`config.mk`:
```
export PLATFORM = sky130hd
export DESIGN_NAME = monitor_results_pwm_i2c
export DESIGN_NICKNAME = d
export VERILOG_FILES = /design/src/rtl/monitor_results_pkg.sv /design/src/rtl/monitor_results_pwm_i2c.sv
export SDC_FILE = /design/constraint.sdc
export NUM_CORES = 1
export LEC_CHECK = 0
export BUFFER_PORTS_ARGS = -buffer_cell sky130_fd_sc_hd__buf_2
export CAP_MARGIN = 5
export CORE_UTILIZATION = 45
export CTS_BUF_LIST = sky130_fd_sc_hd__clkbuf_4
export DETAILED_ROUTE_END_ITERATION = 7
export SLEW_MARGIN = 20
export SYNTH_ARGS = -nofsm -noshare
export SYNTH_HDL_FRONTEND = slang
export SYNTH_SLANG_ARGS = --single-unit
```
`constraint.sdc`:
```
create_clock -name core_clk -period 6.25 [get_ports core_clk]
set_input_delay 0.625 -clock core_clk [delete_from_list [all_inputs] [get_ports core_clk]]
set_output_delay 0.625 -clock core_clk [all_outputs]
set_load 0.005 [all_outputs]
```
`src/rtl/monitor_results_pkg.sv`:
```
package monitor_results_pkg;

	// Clock and PWM timing
	localparam int CLK_HZ       = 40_000_000;   // Core clock rate
	localparam int PWM_FREQ_HZ  = 1000;         // Target PWM repetition rate
	localparam int PWM_STEPS    = 512;          // Nine-bit PWM resolution
	localparam int PWM_PRESCALE = CLK_HZ / (PWM_STEPS * PWM_FREQ_HZ); // Clocks per step

	// Register offsets on the serial interface
	localparam logic [4:0] REG_STATUS_LO = 5'h00; // Freshness of inputs one to eight
	localparam logic [4:0] REG_STATUS_HI = 5'h01; // Enables plus internal/supply freshness
	localparam logic [4:0] REG_CTRL_A    = 5'h06; // Pairs one/two and three/four
	localparam logic [4:0] REG_CTRL_B    = 5'h07; // Pairs five/six and seven/eight
	localparam logic [4:0] REG_PWM_CFG   = 5'h08; // PWM control, internal temp control
	localparam logic [4:0] REG_PWM_THR   = 5'h09; // Threshold upper eight bits
	localparam logic [4:0] REG_RES_BASE  = 5'h0a; // First result upper byte
	localparam logic [4:0] REG_LAST      = 5'h1d; // Pointer wraps after this one

	// Field positions inside a pair nibble of the channel control registers
	localparam int PAIR_TEMP_BIT   = 1; // Pair measures a remote diode
	localparam int PAIR_KELVIN_BIT = 2; // Kelvin scale for the pair
	localparam int PAIR_FILTER_BIT = 3; // Filter enable for the pair

	// Field positions inside the PWM configuration register
	localparam int CFG_INT_KELVIN = 2; // Kelvin scale for internal sensor
	localparam int CFG_INT_FILTER = 3; // Filter enable for internal sensor
	localparam int CFG_PWM_INVERT = 5; // Invert PWM polarity
	localparam int CFG_PWM_ENABLE = 6; // Enable PWM output
	localparam int CFG_THR_LSB    = 7; // Threshold bit zero

	// Reset values
	localparam logic [7:0] CTRL_RESET = 8'h00; // All control registers
	localparam logic [6:0] ADDR_RESET = 7'h48; // Default slave address

	// Result slots
	localparam int RES_COUNT = 10;            // Eight inputs, internal temp, supply
	localparam logic [3:0] RES_INT_TEMP = 4'h8; // Internal temperature slot
	localparam logic [3:0] RES_SUPPLY   = 4'h9; // Supply voltage slot
	localparam logic [3:0] RES_CH7      = 4'h6; // seventh_input_channel slot

	// PWM span above threshold in result codes
	localparam logic signed [14:0] PWM_SPAN = 15'sh0200;

	// One conversion handed over by the sequencer
	typedef struct packed {
		logic [3:0]  chan; // Result slot 0..9
		logic [13:0] code; // Raw two's complement code
	} sample_t;

	// Serial states
	typedef enum logic [3:0] {
		SER_IDLE, SER_ADDR, SER_ADDR_ACK, SER_CMD, SER_CMD_ACK,
		SER_WDATA, SER_WDATA_ACK, SER_RDATA, SER_RDATA_ACK, SER_WAIT
	} ser_state_t;

endpackage : monitor_results_pkg

```
`src/rtl/monitor_results_pwm_i2c.sv`:
```
`timescale 1ns/1ps

module monitor_results_pwm_i2c #(
	parameter logic [6:0] SLAVE_ADDR = monitor_results_pkg::ADDR_RESET,  // Bus address
	parameter int         STEP_CLKS  = monitor_results_pkg::PWM_PRESCALE // Clocks per PWM step
) (
	input  wire logic                          core_clk,
	input  wire logic                          srst,
	input  wire logic                          sclIn,
	input  wire logic                          sdaIn,
	output logic                               sdaOut,
	output logic                               sdaOeN,
	input  wire logic                          sampleValid,
	input  wire monitor_results_pkg::sample_t  sample,
	output logic                               sampleReady,
	output logic                               pwmOut
);

	// Pin synchronisers, stage one read only by stage two
	logic [1:0] sclSync_q;    // SCL synchroniser
	logic [1:0] sdaSync_q;    // SDA synchroniser
	logic       sclPrev_q;    // Delayed SCL for edges
	logic       sdaPrev_q;    // Delayed SDA for edges

	// Serial engine state
	monitor_results_pkg::ser_state_t serState_q; // Protocol state
	logic [7:0] rxShift_q;    // Incoming byte
	logic [7:0] txShift_q;    // Outgoing byte
	logic [2:0] bitCnt_q;     // Bits seen in this byte
	logic       byteDone_q;   // Eighth bit sampled
	logic       masterAck_q;  // Master acked last read byte
	logic [4:0] ptr_q;        // Register pointer
	logic       readBusy_q;   // Read transfer in progress
	logic       sdaOeN_q;     // Open-drain enable, low pulls SDA
	logic       sdaOut_q;     // Driven level, always low

	// Register file
	logic [7:0] ctrlA_q;      // Pairs one/two and three/four
	logic [7:0] ctrlB_q;      // Pairs five/six and seven/eight
	logic [7:0] pwmCfg_q;     // pwm_cfg_internal_temp_ctrl
	logic [7:0] thrUpper_q;   // pwm_threshold_upper
	logic [7:2] statHiCfg_q;  // Writable upper bits of status high

	// Result store and freshness
	logic [13:0] resData_q [monitor_results_pkg::RES_COUNT]; // Result codes
	logic [monitor_results_pkg::RES_COUNT-1:0] fresh_q;      // Freshness flags
	logic        clrReq_q;    // Addressed-result clear request
	logic [3:0]  clrIdx_q;    // Slot to clear
	logic        sampleReady_q; // Sequencer may hand over

	// PWM
	localparam int PRE_W = $clog2(STEP_CLKS);
	logic [PRE_W-1:0] preCnt_q; // Step prescaler
	logic [8:0] pwmCnt_q;       // 512-step ramp
	logic       pwmOut_q;       // Registered PWM pin

	// Bus conditions
	wire sclS      = sclSync_q[1];
	wire sdaS      = sdaSync_q[1];
	wire sclRise   = sclS & ~sclPrev_q;
	wire sclFall   = ~sclS & sclPrev_q;
	wire startCond = sclS & sclPrev_q & sdaPrev_q & ~sdaS;
	wire stopCond  = sclS & sclPrev_q & ~sdaPrev_q & sdaS;

	// Per-pair control decode
	logic [3:0] pairTemp;   // Pair in diode mode
	logic [3:0] pairKelvin; // Pair in Kelvin scale
	logic [3:0] pairFilter; // Pair filter enabled
	genvar gp;
	generate
		for (gp = 0; gp < 4; gp++) begin : g_pair
			// Even pairs in low nibble, odd pairs in high nibble
			wire [7:0] cb = (gp < 2) ? ctrlA_q : ctrlB_q;
			wire [3:0] nb = (gp % 2 == 1) ? cb[7:4] : cb[3:0];
			assign pairTemp[gp]   = nb[monitor_results_pkg::PAIR_TEMP_BIT];
			assign pairKelvin[gp] = nb[monitor_results_pkg::PAIR_KELVIN_BIT];
			assign pairFilter[gp] = nb[monitor_results_pkg::PAIR_FILTER_BIT];
		end
	endgenerate

	// Temperature layout per slot: first of a diode pair, or internal sensor
	logic [monitor_results_pkg::RES_COUNT-1:0] tempFmt;
	genvar gr;
	generate
		for (gr = 0; gr < monitor_results_pkg::RES_COUNT; gr++) begin : g_fmt
			if (gr == 8) begin : g_int
				assign tempFmt[gr] = 1'b1;
			end else if (gr == 9) begin : g_sup
				assign tempFmt[gr] = 1'b0;
			end else begin : g_in
				// Second of a diode pair stays voltage layout (diode volts)
				assign tempFmt[gr] = (gr % 2 == 0) & pairTemp[gr/2];
			end
		end
	endgenerate

	// Incoming sample decode
	wire [3:0]  sIdx     = sample.chan;
	wire        sInRange = sIdx < 4'(monitor_results_pkg::RES_COUNT);
	wire [1:0]  sPair    = sIdx[2:1];
	wire        sIsInt   = sIdx == monitor_results_pkg::RES_INT_TEMP;
	wire        sIsTemp  = sInRange & tempFmt[sIdx];
	wire        sKelvin  = sIsInt ? pwmCfg_q[monitor_results_pkg::CFG_INT_KELVIN]
	                              : pairKelvin[sPair];
	// Supply slot is never filtered
	wire        sFilter  = (sIdx == monitor_results_pkg::RES_SUPPLY) ? 1'b0 :
	                       sIsInt ? pwmCfg_q[monitor_results_pkg::CFG_INT_FILTER] :
	                       pairFilter[sPair];

	// Thirteen-bit temperature sign-extended into the common store
	wire [13:0] sTemp    = {sample.code[12], sample.code[12:0]};
	wire [13:0] sRaw     = sIsTemp ? ((sKelvin & sample.code[12]) ? 14'h0000 : sTemp)
	                               : sample.code;
	// Prior value is whatever is stored, filtered or not
	wire [13:0] sOld     = sInRange ? resData_q[sIdx] : 14'h0000;
	wire signed [17:0] oldExt = {{4{sOld[13]}}, sOld};
	wire signed [17:0] newExt = {{4{sRaw[13]}}, sRaw};
	wire signed [17:0] filtSum = (oldExt <<< 4) - oldExt + newExt;
	wire signed [17:0] filtQ   = filtSum >>> 4;
	wire [13:0] sStore   = sFilter ? filtQ[13:0] : sRaw;
	// Hold off the sequencer while a read is being served
	wire        accept   = sampleValid & sampleReady_q & ~readBusy_q & sInRange;

	// Read data selection
	wire [4:0]  ptrOff   = ptr_q - monitor_results_pkg::REG_RES_BASE;
	wire        ptrIsRes = (ptr_q >= monitor_results_pkg::REG_RES_BASE) &
	                       (ptr_q <= monitor_results_pkg::REG_LAST);
	wire [3:0]  rIdx     = ptrIsRes ? ptrOff[4:1] : 4'h0;
	wire [13:0] rData    = resData_q[rIdx];
	wire [7:0]  rUpper   = tempFmt[rIdx] ? {fresh_q[rIdx], 2'b00, rData[12:8]}
	                                     : {fresh_q[rIdx], rData[13], rData[13:8]};
	wire [7:0]  rResult  = ptrOff[0] ? rData[7:0] : rUpper;
	wire [7:0]  statLo   = fresh_q[7:0];
	wire [7:0]  statHi   = {statHiCfg_q, fresh_q[8], fresh_q[9]};
	wire [7:0]  rdByte   =
		ptrIsRes                                   ? rResult    :
		(ptr_q == monitor_results_pkg::REG_STATUS_LO) ? statLo     :
		(ptr_q == monitor_results_pkg::REG_STATUS_HI) ? statHi     :
		(ptr_q == monitor_results_pkg::REG_CTRL_A)    ? ctrlA_q    :
		(ptr_q == monitor_results_pkg::REG_CTRL_B)    ? ctrlB_q    :
		(ptr_q == monitor_results_pkg::REG_PWM_CFG)   ? pwmCfg_q   :
		(ptr_q == monitor_results_pkg::REG_PWM_THR)   ? thrUpper_q : 8'h00;
	wire [4:0]  ptrNext  = (ptr_q == monitor_results_pkg::REG_LAST) ? 5'h00
	                                                                 : ptr_q + 5'h01;
	// Register addressed by a freshly latched command byte
	wire [4:0]  cmdPtr   = rxShift_q[4:0];

	// Pin synchronisers and edge history
	always_ff @(posedge core_clk) begin
		if (srst) begin
			sclSync_q <= 2'h3;
			sdaSync_q <= 2'h3;
			sclPrev_q <= 1'b1;
			sdaPrev_q <= 1'b1;
		end else begin
			sclSync_q <= {sclSync_q[0], sclIn};
			sdaSync_q <= {sdaSync_q[0], sdaIn};
			sclPrev_q <= sclS;
			sdaPrev_q <= sdaS;
		end
	end

	// Serial slave engine and register writes
	always_ff @(posedge core_clk) begin
		if (srst) begin
			serState_q  <= monitor_results_pkg::SER_IDLE;
			rxShift_q   <= 8'h00;
			txShift_q   <= 8'h00;
			bitCnt_q    <= 3'h0;
			byteDone_q  <= 1'b0;
			masterAck_q <= 1'b0;
			ptr_q       <= 5'h00;
			readBusy_q  <= 1'b0;
			sdaOeN_q    <= 1'b1;
			clrReq_q    <= 1'b0;
			clrIdx_q    <= 4'h0;
			ctrlA_q     <= monitor_results_pkg::CTRL_RESET;
			ctrlB_q     <= monitor_results_pkg::CTRL_RESET;
			pwmCfg_q    <= monitor_results_pkg::CTRL_RESET;
			thrUpper_q  <= monitor_results_pkg::CTRL_RESET;
			statHiCfg_q <= 6'h00;
		end else begin
			clrReq_q <= 1'b0;
			if (startCond) begin
				// Repeated start restarts address phase exactly like start
				serState_q <= monitor_results_pkg::SER_ADDR;
				bitCnt_q   <= 3'h0;
				byteDone_q <= 1'b0;
				sdaOeN_q   <= 1'b1;
				readBusy_q <= 1'b0;
			end else if (stopCond) begin
				serState_q <= monitor_results_pkg::SER_IDLE;
				sdaOeN_q   <= 1'b1;
				readBusy_q <= 1'b0;
			end else if (sclRise) begin
				// Sample receiving bits, count all data bits
				rxShift_q <= {rxShift_q[6:0], sdaS};
				bitCnt_q  <= bitCnt_q + 3'h1;
				if (bitCnt_q == 3'h7) begin
					byteDone_q <= 1'b1;
				end
				if (serState_q == monitor_results_pkg::SER_RDATA_ACK) begin
					masterAck_q <= ~sdaS;
				end
			end else if (sclFall) begin
				unique case (serState_q)
					monitor_results_pkg::SER_ADDR: begin
						if (byteDone_q) begin
							byteDone_q <= 1'b0;
							if (rxShift_q[7:1] == SLAVE_ADDR) begin
								sdaOeN_q   <= 1'b0;
								serState_q <= monitor_results_pkg::SER_ADDR_ACK;
							end else begin
								serState_q <= monitor_results_pkg::SER_WAIT;
							end
						end
					end
					monitor_results_pkg::SER_ADDR_ACK: begin
						bitCnt_q <= 3'h0;
						// Ack bit has shifted in behind the R/W bit
						if (rxShift_q[1]) begin
							// Read: first bit goes out now, pointer moves on
							txShift_q  <= {rdByte[6:0], 1'b0};
							sdaOeN_q   <= rdByte[7];
							ptr_q      <= ptrNext;
							readBusy_q <= 1'b1;
							clrReq_q   <= ptrIsRes;
							clrIdx_q   <= rIdx;
							serState_q <= monitor_results_pkg::SER_RDATA;
						end else begin
							sdaOeN_q   <= 1'b1;
							serState_q <= monitor_results_pkg::SER_CMD;
						end
					end
					monitor_results_pkg::SER_CMD: begin
						if (byteDone_q) begin
							byteDone_q <= 1'b0;
							ptr_q      <= cmdPtr;
							sdaOeN_q   <= 1'b0;
							serState_q <= monitor_results_pkg::SER_CMD_ACK;
						end
					end
					monitor_results_pkg::SER_CMD_ACK,
					monitor_results_pkg::SER_WDATA_ACK: begin
						bitCnt_q   <= 3'h0;
						sdaOeN_q   <= 1'b1;
						serState_q <= monitor_results_pkg::SER_WDATA;
					end
					monitor_results_pkg::SER_WDATA: begin
						if (byteDone_q) begin
							// Word writes land in the next register in turn
							byteDone_q <= 1'b0;
							sdaOeN_q   <= 1'b0;
							ptr_q      <= ptrNext;
							serState_q <= monitor_results_pkg::SER_WDATA_ACK;
							unique case (ptr_q)
								monitor_results_pkg::REG_STATUS_HI: statHiCfg_q <= rxShift_q[7:2];
								monitor_results_pkg::REG_CTRL_A:    ctrlA_q     <= rxShift_q;
								monitor_results_pkg::REG_CTRL_B:    ctrlB_q     <= rxShift_q;
								monitor_results_pkg::REG_PWM_CFG:   pwmCfg_q    <= rxShift_q;
								monitor_results_pkg::REG_PWM_THR:   thrUpper_q  <= rxShift_q;
								default: ;
							endcase
						end
					end
					monitor_results_pkg::SER_RDATA: begin
						if (byteDone_q) begin
							// Release for the master's acknowledge
							byteDone_q <= 1'b0;
							sdaOeN_q   <= 1'b1;
							serState_q <= monitor_results_pkg::SER_RDATA_ACK;
						end else begin
							txShift_q <= {txShift_q[6:0], 1'b0};
							sdaOeN_q  <= txShift_q[7];
						end
					end
					monitor_results_pkg::SER_RDATA_ACK: begin
						bitCnt_q <= 3'h0;
						if (masterAck_q) begin
							txShift_q  <= {rdByte[6:0], 1'b0};
							sdaOeN_q   <= rdByte[7];
							ptr_q      <= ptrNext;
							clrReq_q   <= ptrIsRes;
							clrIdx_q   <= rIdx;
							serState_q <= monitor_results_pkg::SER_RDATA;
						end else begin
							// Not acknowledged: read ends, sequencer resumes
							readBusy_q <= 1'b0;
							serState_q <= monitor_results_pkg::SER_WAIT;
						end
					end
					monitor_results_pkg::SER_IDLE,
					monitor_results_pkg::SER_WAIT: ;
				endcase
			end
		end
	end

	// Result store: both bytes of a result change in the same edge
	always_ff @(posedge core_clk) begin
		if (srst) begin
			for (int i = 0; i < monitor_results_pkg::RES_COUNT; i++) begin
				resData_q[i] <= 14'h0000;
			end
		end else if (accept) begin
			resData_q[sIdx] <= sStore;
		end
	end

	// Freshness flags; a new result beats a clear in the same cycle
	always_ff @(posedge core_clk) begin
		if (srst) begin
			fresh_q <= '0;
		end else begin
			for (int i = 0; i < monitor_results_pkg::RES_COUNT; i++) begin
				if (accept && sIdx == 4'(i)) begin
					fresh_q[i] <= 1'b1;
				end else if (clrReq_q && clrIdx_q == 4'(i)) begin
					fresh_q[i] <= 1'b0;
				end
			end
		end
	end

	// Sequencer handshake, low through any read
	always_ff @(posedge core_clk) begin
		if (srst) begin
			sampleReady_q <= 1'b0;
		end else begin
			sampleReady_q <= ~readBusy_q;
		end
	end

	// PWM transfer: stored channel seven is already filtered when enabled
	wire [12:0] ch7Code = resData_q[monitor_results_pkg::RES_CH7][12:0];
	wire        ch7Kel  = pairKelvin[3];
	wire [8:0]  thr9    = {thrUpper_q, pwmCfg_q[monitor_results_pkg::CFG_THR_LSB]};
	wire signed [14:0] tempExt = ch7Kel ? {2'b00, ch7Code}
	                                    : {{2{ch7Code[12]}}, ch7Code};
	wire signed [14:0] thrExt  = ch7Kel ? {2'b00, thr9, 4'h0}
	                                    : {{2{thr9[8]}}, thr9, 4'h0};
	wire signed [14:0] diff    = tempExt - thrExt;
	wire        dutyZero = diff < 15'sh0000;
	wire        dutyFull = diff >= monitor_results_pkg::PWM_SPAN;
	wire        pwmLevel = dutyFull | (~dutyZero & (pwmCnt_q < diff[8:0]));
	wire        preWrap  = preCnt_q == PRE_W'(STEP_CLKS - 1);

	// Prescaler and 512-step ramp, about 1 kHz period
	always_ff @(posedge core_clk) begin
		if (srst) begin
			preCnt_q <= '0;
			pwmCnt_q <= 9'h000;
		end else begin
			preCnt_q <= preWrap ? '0 : preCnt_q + PRE_W'(1);
			if (preWrap) begin
				pwmCnt_q <= pwmCnt_q + 9'h001;
			end
		end
	end

	// Output stage: disabled holds low, invert flips the level at every duty, not only the flat regions
	always_ff @(posedge core_clk) begin
		if (srst) begin
			pwmOut_q <= 1'b0;
		end else begin
			pwmOut_q <= pwmCfg_q[monitor_results_pkg::CFG_PWM_ENABLE] &
			            (pwmLevel ^ pwmCfg_q[monitor_results_pkg::CFG_PWM_INVERT]);
		end
	end

	// Never drive SDA high; only the enable moves
	always_ff @(posedge core_clk) begin
		if (srst) begin
			sdaOut_q <= 1'b0;
		end else begin
			sdaOut_q <= 1'b0;
		end
	end

	assign sdaOut      = sdaOut_q;
	assign sdaOeN      = sdaOeN_q;
	assign sampleReady = sampleReady_q;
	assign pwmOut      = pwmOut_q;

endmodule : monitor_results_pwm_i2c

```
==> flow_results.org, run 1 <==
** CTS
- After clock tree synthesis, the setup repair step added 0 buffers.
- Worst-Skew Late Latency :: 0.87 ns
- In this run, CTS created clock tree buffers numbering 88.
- TritonCTS built the clock tree.
- Gates resized during post-CTS repair numbered 0.
- After clock tree synthesis, the clock-pin slew on the worst setup and hold paths is 0.08 ns.
- Number of levels the H-tree was split into :: 3
- Hold repair after CTS inserted 2 buffers.
- The tree is rooted in a clkbuf_4.
- Maximum buffer depth of the clock tree :: 3
- Number of sinks handled by clock tree synthesis :: 332

** Drt
- Drt first pass iters :: 6
- In the routed design, unresolved DRC markers number 0.
- Using the TritonRoute via totals, the vias-per-cell ratio works out to 6.16.
- In the final routed layout, each cell accounts on average for 24.2 µm.
- Once detail routing completed, the nets flagged for antenna violations numbered 0.
- Summed over all layers, the routed wires come to 60500 µm.
- Count of vias placed by the detailed router :: 15400
- In this run, the number of DRC markers left after iteration 0 of detailed routing was 1513.

** Timing
- Fin Hold WS :: 0.203 ns
- Worst rel slew slack :: 0.253
- Worst path setup slack after routing :: 0.773 ns
- Slew at the pin closest to its max-slew limit :: 1.11 ns
- Based on the critical path, the design can be clocked at up to 0.183 GHz.
- The final hold violation count was 0.
- Number of max-slew violations in the final report :: 0
- Setup repair after global routing missed its margin :: false
- Post-layout minimum cycle time :: 5.48 ns
- Dividing the final minimum period by the clock period gives 0.876.
- In the final timing run, aggregate negative setup slack is 0 ns.
- Skew final :: 0.0734 ns
- Count of endpoints failing setup in the final report :: 0

** Layout
- Area growth from synthesis to layout :: 10.9%
- Post-route insts no fill :: 2495
- Final Net Count :: 1992
- Once layout is done, the placed cells without fillers occupy 20700 µm².
- At the end of the flow the core is filled with cells to 0.507.
- Layout cells sized above 1 :: 0.160

** Logic synthesis
- The commonest cells after synthesis are edfxtp_1 (224), nor2_1 (195), nand2_1 (149), dfxtp_1 (108), a21oi_1 (89).
- The synthesized netlist contains 98 unique library cells.
- Synth top area share :: 0.360
- Of all cell types, the one taking the most synthesized area is edfxtp_1.
- Top cells by area, synth :: edfxtp_1 (36%), dfxtp_1 (12%), mux4_2 (4.2%)
- Post-Syn Area per Cell :: 10.5 µm²
- Flip-flop cell with the highest count after synthesis :: edfxtp_1
- Count of synthesis-stage warnings from yosys :: 0
- Summing every instance area after synthesis gives 18700 µm².
- Synthesis produced 1778 cells.
- Share of synthesized flip-flops with an asynchronous set or reset :: 0
- Seq/Total Area, Yosys :: 0.475
- In this run, synthesis inferred 224 flip-flops with an integrated enable.
- Cell with the most instances after synthesis :: edfxtp_1
- Flip-flop and latch count after synthesis :: 332

** Power
- VDD sags by at most 0.215 mV.
- Summed over all cells, the static leakage comes to 7.63 nW.
- Overall power of the completed layout :: 4.94 mW
- In this run the power density over the cells is 238 nW/µm².

** Placement
- Last weighted congestion value of the routability-driven placer :: 0.939
- After detailed placement, the design holds a cell count of 2344.
- Prior to clock tree synthesis, the placed netlist has a worst setup slack of 0.234 ns.
- In this run the tool buffered the top-level ports with 25 buffer cells.
- Post-DP HPWL :: 41400 µm
- The placed instances occupy a cell area of 19600 µm².

** Global routing
- In the global route stage, met1 resource usage came out at 0.369.
- Met2 track demand over resource :: 0.459
- Overall Global Routing Usage :: 0.289
- The number of antenna violations at the first check in global routing was 4.
- Maximum number of pins on one net before global-route repair :: 74
- The layer flagged by global routing as most heavily used is met2.
- Via count of the first global-routing pass :: 14700
- Wire length of the first global-routing pass :: 90100 µm
- GRT met3 Usage :: 0.0653
- After global routing the overflow that remains totals 0.

** Critical path
- Kind of cell adding the most delay to the critical path :: compound AO/OA/AOI/OAI gates
- Crit-path max cell delay :: 0.52 ns
- The critical path is of the reg -> reg type.
- Cell chain of the critical path :: nor2_1 -> a221o_1 -> o21ai_0 -> nand3_1 -> and2_1 -> fa_1 -> ha_1 -> a21o_1 -> a21oi_1 -> o21ai_0 -> a211oi_1 -> o211ai_2 -> and4_4 -> o21a_1 -> nor3_1
- The critical path starts at ctrlA_q[2].
- Number of buffer and inverter instances along the worst setup path :: 0
- The slowest stage of the critical path is the nor3_1 cell.
- At the worst endpoint, the required time is 6.80 ns.
- Endpoint arrival time on the critical path :: 6.02 ns
- Cell repeated most along the worst path :: o21ai_0
- Sort of element at the end of the critical path :: flop
- In this run the worst path has a maximum fanout of 14.
- Launching element type of the critical path :: flop
- Startpoint of the most critical register-to-register path :: ctrlA_q[2]

** Die
- Die Height :: 206 µm
- The initial utilization of the core area, before any placement, comes to 0.457.
- Core footprint :: 40900 µm²
- Top-level port count :: 27
- Die Outline Area :: 42400 µm²
- The floorplan has 74 rows.
- Die width :: 206 µm

** Run
- Max-cap violations in this run came to 0.

** Run status
- Run status :: completed

** Worst hold path
- Hold wc startpoint :: srst
- The min-delay analysis places its worst path in the category in -> reg.
worst paths after layout:
check	cells after the start	slack, ns	endpoint
worst max-delay path	15	0.77	resData_q[13][13]
worst min-delay path	2	0.20	serState_q[0]
worst min register to register	1	0.40	sdaSync_q[1]
worst max register to register	15	0.77	resData_q[13][13]
power by group:
| part | leakage (nW) | switching, mW | internal, mW | total [mW] |
|---|---|---|---|---|
| registers | 3.19 | 0.0392 | 2.41 | 2.45 |
| clock network | 0.608 | 0.935 | 0.938 | 1.87 |
| logic | 3.84 | 0.396 | 0.226 | 0.622 |
worst register-to-register path, delay by kind of cell (launching register included):
family	cells	cell delay [ns]
flops	1	0.43
compound gates	8	2.19
fa+ha+maj	2	0.88
simple gates	5	1.69
routing by layer:
layer / routed length [µm] / vias up / share of wire
li1: - / 6915 / -
met1: 24400 / 7502 / 0.40
met2: 27900 / 760 / 0.46
met3: 5140 / 186 / 0.085
met4: 2960 / 6 / 0.049
met5: 37 / - / 0.00061
flip-flops by register name (all words and copies together), names as in the netlist, 3 cells and up:
| register | cells |
|---|---|
| thrUpper_q | 8 |
| resData_q | 224 |
| txShift_q | 7 |
| pwmCfg_q | 8 |
| fresh_q | 10 |
| ptr_q | 5 |
| statHiCfg_q | 6 |
| bitCnt_q | 3 |
| rxShift_q | 8 |
| clrIdx_q | 4 |
| serState_q | 4 |
| preCnt_q | 7 |
| ctrlB_q | 8 |
| ctrlA_q | 8 |
| pwmCnt_q | 9 |
cells in the final DEF, fill, tap and decap left out, drive strengths merged, types with 9 or more instances in the layout:
cell type | Yosys | final
mux2i | 76 | 76
buf | 43 | 74
o21a | 11 | 11
fa | 14 | 14
a21o | 12 | 12
conb | 1 | 85
nand2b | 19 | 19
xnor2 | 15 | 15
ha | 51 | 51
nand4 | 15 | 15
a221oi | 14 | 14
nor2b | 24 | 24
a22oi | 23 | 23
nand2 | 149 | 149
mux2 | 23 | 23
o211ai | 17 | 17
edfxtp | 224 | 224
nor2 | 196 | 196
clkbuf | 81 | 115
o221ai | 33 | 33
and2 | 17 | 17
nor3 | 74 | 74
xor2 | 11 | 11
or3 | 9 | 9
or2 | 12 | 12
o22ai | 14 | 14
mux4 | 36 | 36
nand3 | 28 | 28
and3 | 21 | 21
clkinv | 1 | 24
o21ai | 67 | 67
a222oi | 9 | 9
a21oi | 91 | 91
a211oi | 42 | 42
o22a | 10 | 10
dfxtp | 108 | 108
a31oi | 19 | 19
inv | 69 | 70
cell type report:
cell class	instances	area (µm²)
Multi-Input combinational cell	1336	9320
Clock inverter	31	193
Timing Repair Buffer	76	526
Inverter	70	263
Sequential cell	332	8890
Fill cell	3849	20200
Tap cell	532	666
Clock buffer	115	863
Antenna cell	3	7.51
cell families (layout without fill, tap and decap cells):
| family | count (synthesis) | after routing | share of synthesized area |
|---|---|---|---|
| buffers and inverters | 194 | 292 | 0.0444 |
| other | 1 | 88 | 0.000201 |
| XOR/XNOR | 26 | 26 | 0.0126 |
| adder cells (fa/ha/maj) | 65 | 65 | 0.0491 |
| flip-flops | 332 | 332 | 0.475 |
| AND/OR/NAND/NOR | 591 | 591 | 0.150 |
| multiplexers | 135 | 135 | 0.0988 |
| AO/OA/AOI/OAI | 434 | 434 | 0.169 |
Power figures use the tool's default switching activity.
==> run 2, diff against run 1 <==
- RECOVER_POWER: default -> 25
- clock period: 6.25 -> 6.1 ns (I/O delays scaled with it)
==> run 2 against run 1 <==
Compared with the run above: combinational power up 1%; maximum frequency up 4.6%; utilization about the same; highest routed layer unchanged; global-route usage up 0.26 points; worst setup slack improved by 0.088 ns; non-clock buffer count is 3 lower; routed wire length up 0.26%; the flow now finishes with violations (capacitance limit, slew limit); clock skew increased by 0.00097 ns; final cell count grew 0.12%; critical endpoint is now resData_q[11][12]; die area unchanged; register-to-register slack gained 0.09 ns.
==> flow_results.org, run 2 (synthesis gave the netlist of run 1 again) <==
** Timing
- Adding up every negative setup slack in the final design gives 0 ns.
- Number of max-slew violations in the final report :: 77
- In the finished design, the share of the clock period the worst path needs comes to 0.859.
- Setup repair after global routing left no endpoint under its margin.
- FMAX :: 0.191 GHz
- Setup violations remaining at the end of the flow were counted as 0.
- Final count of hold timing violations :: 0
- On the final layout, the worst clock skew is 0.0744 ns.
- Counting I/O delays and the setup requirement, the final critical path takes 5.24 ns.
- In this run the tightest slew margin relative to its limit is -0.869.
- For the pin with the worst max-slew slack, the measured transition is 2.80 ns.

** Critical path
- Launching element type of the critical path :: flop
- On the worst path, the slowest cell contributes a delay of 0.48 ns.
- Endpoint arrival time on the critical path :: 5.72 ns
- The worst setup path is of the reg -> reg kind.
- Grouping stages by cell kind, the critical path spends the most delay in compound AO/OA/AOI/OAI gates.
- Cell chain of the critical path :: nor2_1 -> a221o_1 -> o21ai_0 -> nand3_1 -> and2_1 -> fa_1 -> ha_1 -> a21o_1 -> a21oi_1 -> o21ai_0 -> a211oi_1 -> o21ai_1 -> a211o_1 -> a31oi_4 -> nor2_1
- The critical path contains buffers and inverters numbering 0 combined.
- Worst-path cell with the longest stage delay :: fa_1
- The worst setup path is captured at a flop.
- Top fanout value on the critical path :: 11
- Data on the critical path is required at its endpoint by 6.58 ns.

** Die
- The die is 206 µm tall.
- Die Outline Area :: 42400 µm²
- Initial Util :: 0.457
- Die width :: 206 µm
- In this run the core area contains 74 standard-cell rows.
- The region available for standard cell placement spans 40900 µm².
- Top-level port count :: 27

** Drt
- The detail route stage leaves a number of antenna-violating nets equal to 0.
- Routed via count divided by cell count :: 6.18
- The first routing iteration left 1678 violations.
- Final routed wire length divided by cell count :: 24.3 µm
- Drt first pass iters :: 5
- Count of vias placed by the detailed router :: 15400
- Wires add up to 60600 µm.
- Remaining design rule violation count :: 0

** Layout
- Most frequent standard cell in the layout excluding fill and tap cells :: edfxtp_1
- Register name with the most flops :: resData_q
- Area growth from synthesis to layout :: 10.9%
- Final Net Count :: 1990
- Final non-filler cell area :: 20700 µm²
- Largest registers :: resData_q: 224 flops, fresh_q: 10 flops, pwmCnt_q: 9 flops
- The filler cells instantiated in the layout total 3806.
- Leading cell types in the layout, fill and taps excluded :: edfxtp_1 (224), nor2_1 (195), nand2_1 (149)
- Max FFs per register :: 224
- Of the cells placed in the final design, the portion with a size suffix greater than 1 is 0.156.

** Global routing
- Maximum number of pins on one net before global-route repair :: 62
- The number of global-route vias before repair was 15000.
- The number of antenna violations at the first check in global routing came to 3.
- Gr ovfl total :: 0
- The first global-routing pass estimated 90900 µm of wire.
- Overall Global Routing Usage :: 0.291

** Worst hold path
- In this run the worst hold path is classified as in -> reg.

** CTS
- TritonCTS built the clock tree.
- The clock tree synthesis step divided the H-tree into 3 levels.
- Clock tree synthesis inserted a total of 89 buffers.
- No sink is reached through more buffers than the 3 on the longest clock path.
- Post-cts sizing count :: 0
- The clock reaches the later pin of the worst-skew pair after 0.85 ns.
- Number of sinks handled by clock tree synthesis :: 332
- After clock tree synthesis, the clock-pin slew on the worst setup and hold paths is 0.07 ns.
- Cell at the root of the clock tree :: clkbuf_4

** Power
- Leakage component of the power :: 7.62 nW
- Of the total power, the share spent switching nets is 0.275.
- Switching power summed over all nets :: 1.41 mW
- VDD IR-drop max :: 0.182 mV
- Cell internal power dissipation :: 3.72 mW
- Combinational share of power :: 0.123
- Overall power of the completed layout :: 5.13 mW
- Part of the power in registers :: 0.489
- The share of total power dissipated in the clock network is 0.388.
- Power density over cell area :: 247 nW/µm²

** Run status
- The run finished, with violations left.
- Failing checks :: capacitance limit, slew limit

** Placement
- Placed Instance Area :: 19600 µm²
- Summed over all nets, the half-perimeter wirelength after detailed placement is 41600 µm.
- Last weighted congestion value of the routability-driven placer :: 0.922
- Input and output buffers added on the ports amount to 25.

** Run
- Max-capacitance violation count :: 2
## run 2: changes by cell type in the layout (fill, tap and decap cells not counted), sizes merged
cell,change
clkinv,-1
buf,-15
clkbuf,+22
clkinvlp,-1
diode,-1
inv,-1
## run 2: worst paths after layout
kind | start | end | slack (ns) | depth (start not counted)
min | sample[16] | fresh_q[9] | 0.40 | 4
max reg2reg | ctrlA_q[2] | resData_q[11][12] | 0.86 | 15
min reg2reg | sdaSync_q[0] | sdaSync_q[1] | 0.41 | 1
max | ctrlA_q[2] | resData_q[11][12] | 0.86 | 15
## run 2: power by group through the flow
stage	logic, mW	registers, mW	clock network [mW]
final	0.631	2.51	1.99
after CTS	0.621	2.50	2.03
after floorplan	0.436	2.53	0
after global placement	0.612	2.55	0
after detailed placement	0.615	2.55	0
after global routing	0.682	2.51	2.15
## run 2: area by class of cell
cell class	instances	area, µm²	area share
inverters	70	263	0.0127
clock inverters	28	180	0.00869
clock buffers	125	938	0.0452
multi-input cells	1336	9320	0.449
flip-flops and latches	332	8890	0.429
repair buffers	73	478	0.0230
diodes	2	5.00	0.000241
well taps	532	666	0.0321
## run 2: repair_timing
item	in CTS	in global routing
hold buffers	2	0
endpoints found under the hold margin	2	0
setup buffers	0	0
## run 2: through the flow
step | hold slack, ns | instances | util | worst slack (ns)
after floorplan | 0.389 | 1862 | - | 0.715
after global placement | 0.400 | 2341 | 0.480 | 0.556
after detailed placement | 0.400 | 2341 | 0.480 | 0.494
after CTS | 0.224 | 2496 | 0.508 | 0.932
after global routing | 0.332 | 2498 | 0.507 | 0.673
final | 0.395 | 2498 | 0.507 | 0.862
## run 2: routing by layer
layer | share of wire | wire, µm | global-route usage | vias to the layer above
met3 | 0.089 | 5390 | 0.0736 | 168
met1 | 0.40 | 24400 | 0.369 | 7567
met2 | 0.47 | 28400 | 0.473 | 803
met4 | 0.040 | 2450 | 0.122 | 2
li1 | - | - | - | 6904
met5 | 0.00021 | 13 | 0 | -
## run 2: worst reg2reg max path: cells and delay by family (launching register included)
kind            cells  cell delay [ns]
fa+ha+maj           2             0.89
simple gates        4             1.04
compound gates      9             2.57
flops               1             0.42
==> run 3, diff against run 2 <==
- CORE_MARGIN: default -> 8
- clock period: 6.1 -> 4.7 ns (I/O delays scaled with it)
==> run 3 against run 2 <==
Compared with the run above: largest cell class unchanged; the run still ends with capacitance limit, slew limit left; critical path type unchanged; register-to-register slack got worse by 0.63 ns; sequential cell count unchanged; sequential power rose by 29%; final area rose by 5.5%; sequential share of layout area decreased by 2.2 points; clock skew shrank 0.028 ns.
==> flow_results.org, run 3 (synthesis gave the netlist of run 1 again) <==
** CTS
- Clock transition at the registers of the reported paths :: 0.07 ns
- TritonCTS clock tree :: yes
- Clock latency on the worst-skew pair, taken at its later pin, is 0.87 ns.
- In this run the number of H-tree levels came out at 3.
- Clock tree synthesis selected as its root buffer the cell clkbuf_4.
- CTS saw 332 sinks.
- Maximum buffer depth of the clock tree :: 3
- Number of buffers created by CTS :: 93

** Timing
- Number of max-slew violations in the final report :: 84
- Skew final :: 0.0466 ns
- Post-layout minimum cycle time :: 4.46 ns
- Post-route fraction of the period consumed by the critical path :: 0.950
- The final hold violation count is 0.
- Count of endpoints failing setup in the final report :: 0
- Hold timing on the final database bottoms out at a slack of 0.202 ns.
- The worst pin sits at a relative slew slack of -1.53.
- Slew at the pin closest to its max-slew limit :: 3.80 ns
- Setup repair after global routing left no endpoint under its margin.
- FMAX :: 0.224 GHz

** Die
- Top-level port count :: 27
- The core region is 40900 µm².
- The floorplan step set the die width to 220 µm.
- Die Outline Area :: 48300 µm²
- The initial utilization of the core area, before any placement, comes to 0.457.
- Die Height :: 220 µm
- In this run the core area contains 74 standard-cell rows.

** Layout
- Counting flops per register, the top entry is resData_q.
- Leading cell types in the layout, fill and taps excluded :: edfxtp_1 (224), nor2_1 (194), buf_4 (151)
- Max FFs per register :: 224
- FILL cells :: 3736
- Multi-input logic area :: 9350 µm²
- The sequential cells in the finished layout cover a total of 8890 µm².
- Most frequent standard cell in the layout excluding fill and tap cells :: edfxtp_1
- Final non-filler cell area :: 21900 µm²
- Area growth from synthesis to layout :: 17.0%
- Post-route insts no fill :: 2638
- Layout cells sized above 1 :: 0.217
- Largest registers :: resData_q: 224 flops, fresh_q: 10 flops, pwmCnt_q: 9 flops
- After the last flow step, the layout net total stands at 2118.

** Critical path
- Sort of element at the end of the critical path :: flop
- For the worst setup path, the data arrival time is 5.01 ns.
- Kind of critical path :: reg -> reg
- Launching element type of the critical path :: flop
- In this run the worst path has a maximum fanout of 10.
- Tracing the worst setup path back leads to its startpoint at ctrlA_q[2].
- At the worst endpoint, the required time is 5.25 ns.
- In this run the critical register-to-register path is launched from ctrlA_q[2].

** Global routing
- Gr ovfl total :: 0
- GRT met3 Usage :: 0.0584
- Entering global routing, the biggest net connects 84 pins.
- The first global-routing pass estimated 95200 µm of wire.
- Overall Global Routing Usage :: 0.262
- In this run the most used layer during global routing was met2.
- The number of antenna violations at the first check in global routing came to 5.
- In the global route stage, met2 resource usage came out at 0.426.
- The number of global-route vias before repair is 15700.
- Met1 track demand over resource :: 0.327

** Drt
- Count of vias placed by the detailed router :: 16100
- In the routed design, unresolved DRC markers number 0.
- Before antenna repair, the detailed router went through 8 iterations.
- In the final routed layout, each cell accounts on average for 24.1 µm.
- After detailed routing, the number of vias per cell comes to 6.09.
- After the first detailed-routing iteration, the DRC count stood at 1746.
- Number of nets with antenna violations after routing :: 0
- Total routed wirelength :: 63500 µm

** Power
- In this run the power density over the cells is 320 nW/µm².
- VDD IR-drop max :: 0.227 mV
- Overall power of the completed layout :: 7.01 mW
- The analysis attributes to cell leakage a power of 8.33 nW.

** Placement
- At the end of routability-driven placement, the weighted congestion stood at 0.968.
- Placed Cells incl. Taps :: 2463
- Once detailed placement completed, the half-perimeter wirelength came to 44300 µm.
- Count of input and output buffers :: 25
- Placed Instance Area :: 20700 µm²

** Run
- Max-capacitance violation count :: 1

** Run status
- Failing checks :: capacitance limit, slew limit
- Run status :: finished, violations left

** Worst hold path
- The worst hold path begins at sample[16].
- Min-Delay Path Class :: in -> reg
run 3: cell types whose count changed in the layout (fill, tap and decap cells not counted), sizes merged, moves of 2 or more:
cell | previous run | this run
buf | 59 | 183
clkbuf | 137 | 154
clkinv | 23 | 17
diode | 2 | 6
inv | 69 | 71
run 3: routing by layer:
metal | up-vias | wire length (µm)
li1 | 7174 | -
met1 | 7901 | 24900
met2 | 783 | 30100
met3 | 206 | 5560
met4 | 2 | 3040
met5 | - | 13
run 3: timing repair:
item | CTS | global route
hold buffers | 3 | 0
setup buffers | 0 | 1
endpoints found under the setup margin | 0 | 46
resized for setup | 0 | 3
endpoints found under the hold margin | 3 | 0
run 3: worst max-delay path: stages, from the launching register on:
cell and delay, ns:
dfxtp_1 0.41, nor2_1 0.08, a221o_1 0.34, o21ai_1 0.19, nand3_1 0.12, buf_4 0.19, buf_4 0.16, and2_1 0.16
ha_1 0.27, ha_1 0.30, o21ai_0 0.24, a21boi_0 0.12, o21ai_0 0.18, buf_4 0.16, o21bai_1 0.13, o2111ai_1 0.30
o2111ai_1 0.17, a31oi_2 0.36, buf_4 0.21, nor2_1 0.05
run 3: final cells by class:
type | instances | area share
multi-input combinational | 1336 | 0.427
sequential | 332 | 0.406
timing repair buffer | 197 | 0.0686
clock buffer | 143 | 0.0491
tap | 532 | 0.0304
inverter | 70 | 0.0120
clock inverter | 22 | 0.00566
antenna | 6 | 0.000686
run 3: report_power, final:
group          total (mW)  internal, mW  switching, mW
registers            3.25          3.20         0.0498
logic                1.07         0.472          0.594
clock network        2.69          1.43           1.26
total                7.01          5.11           1.90
run 3: final timing paths:
path / end / cells after the start / slack, ns
worst max-delay path: resData_q[2][11] / 19 / 0.24
worst min-delay path: fresh_q[9] / 4 / 0.20
worst min register to register: sdaSync_q[1] / 1 / 0.41
worst max register to register: resData_q[2][11] / 19 / 0.24
run 3: metrics by stage:
stage               utilization  setup TNS (ns)  worst slack, ns
global placement          0.505           -8.26           -0.206
detailed placement        0.505           -7.43           -0.172
global route              0.535               0           0.0419
CTS                       0.535               0            0.145
finish                    0.535               0            0.236
floorplan                     -               0           0.0124
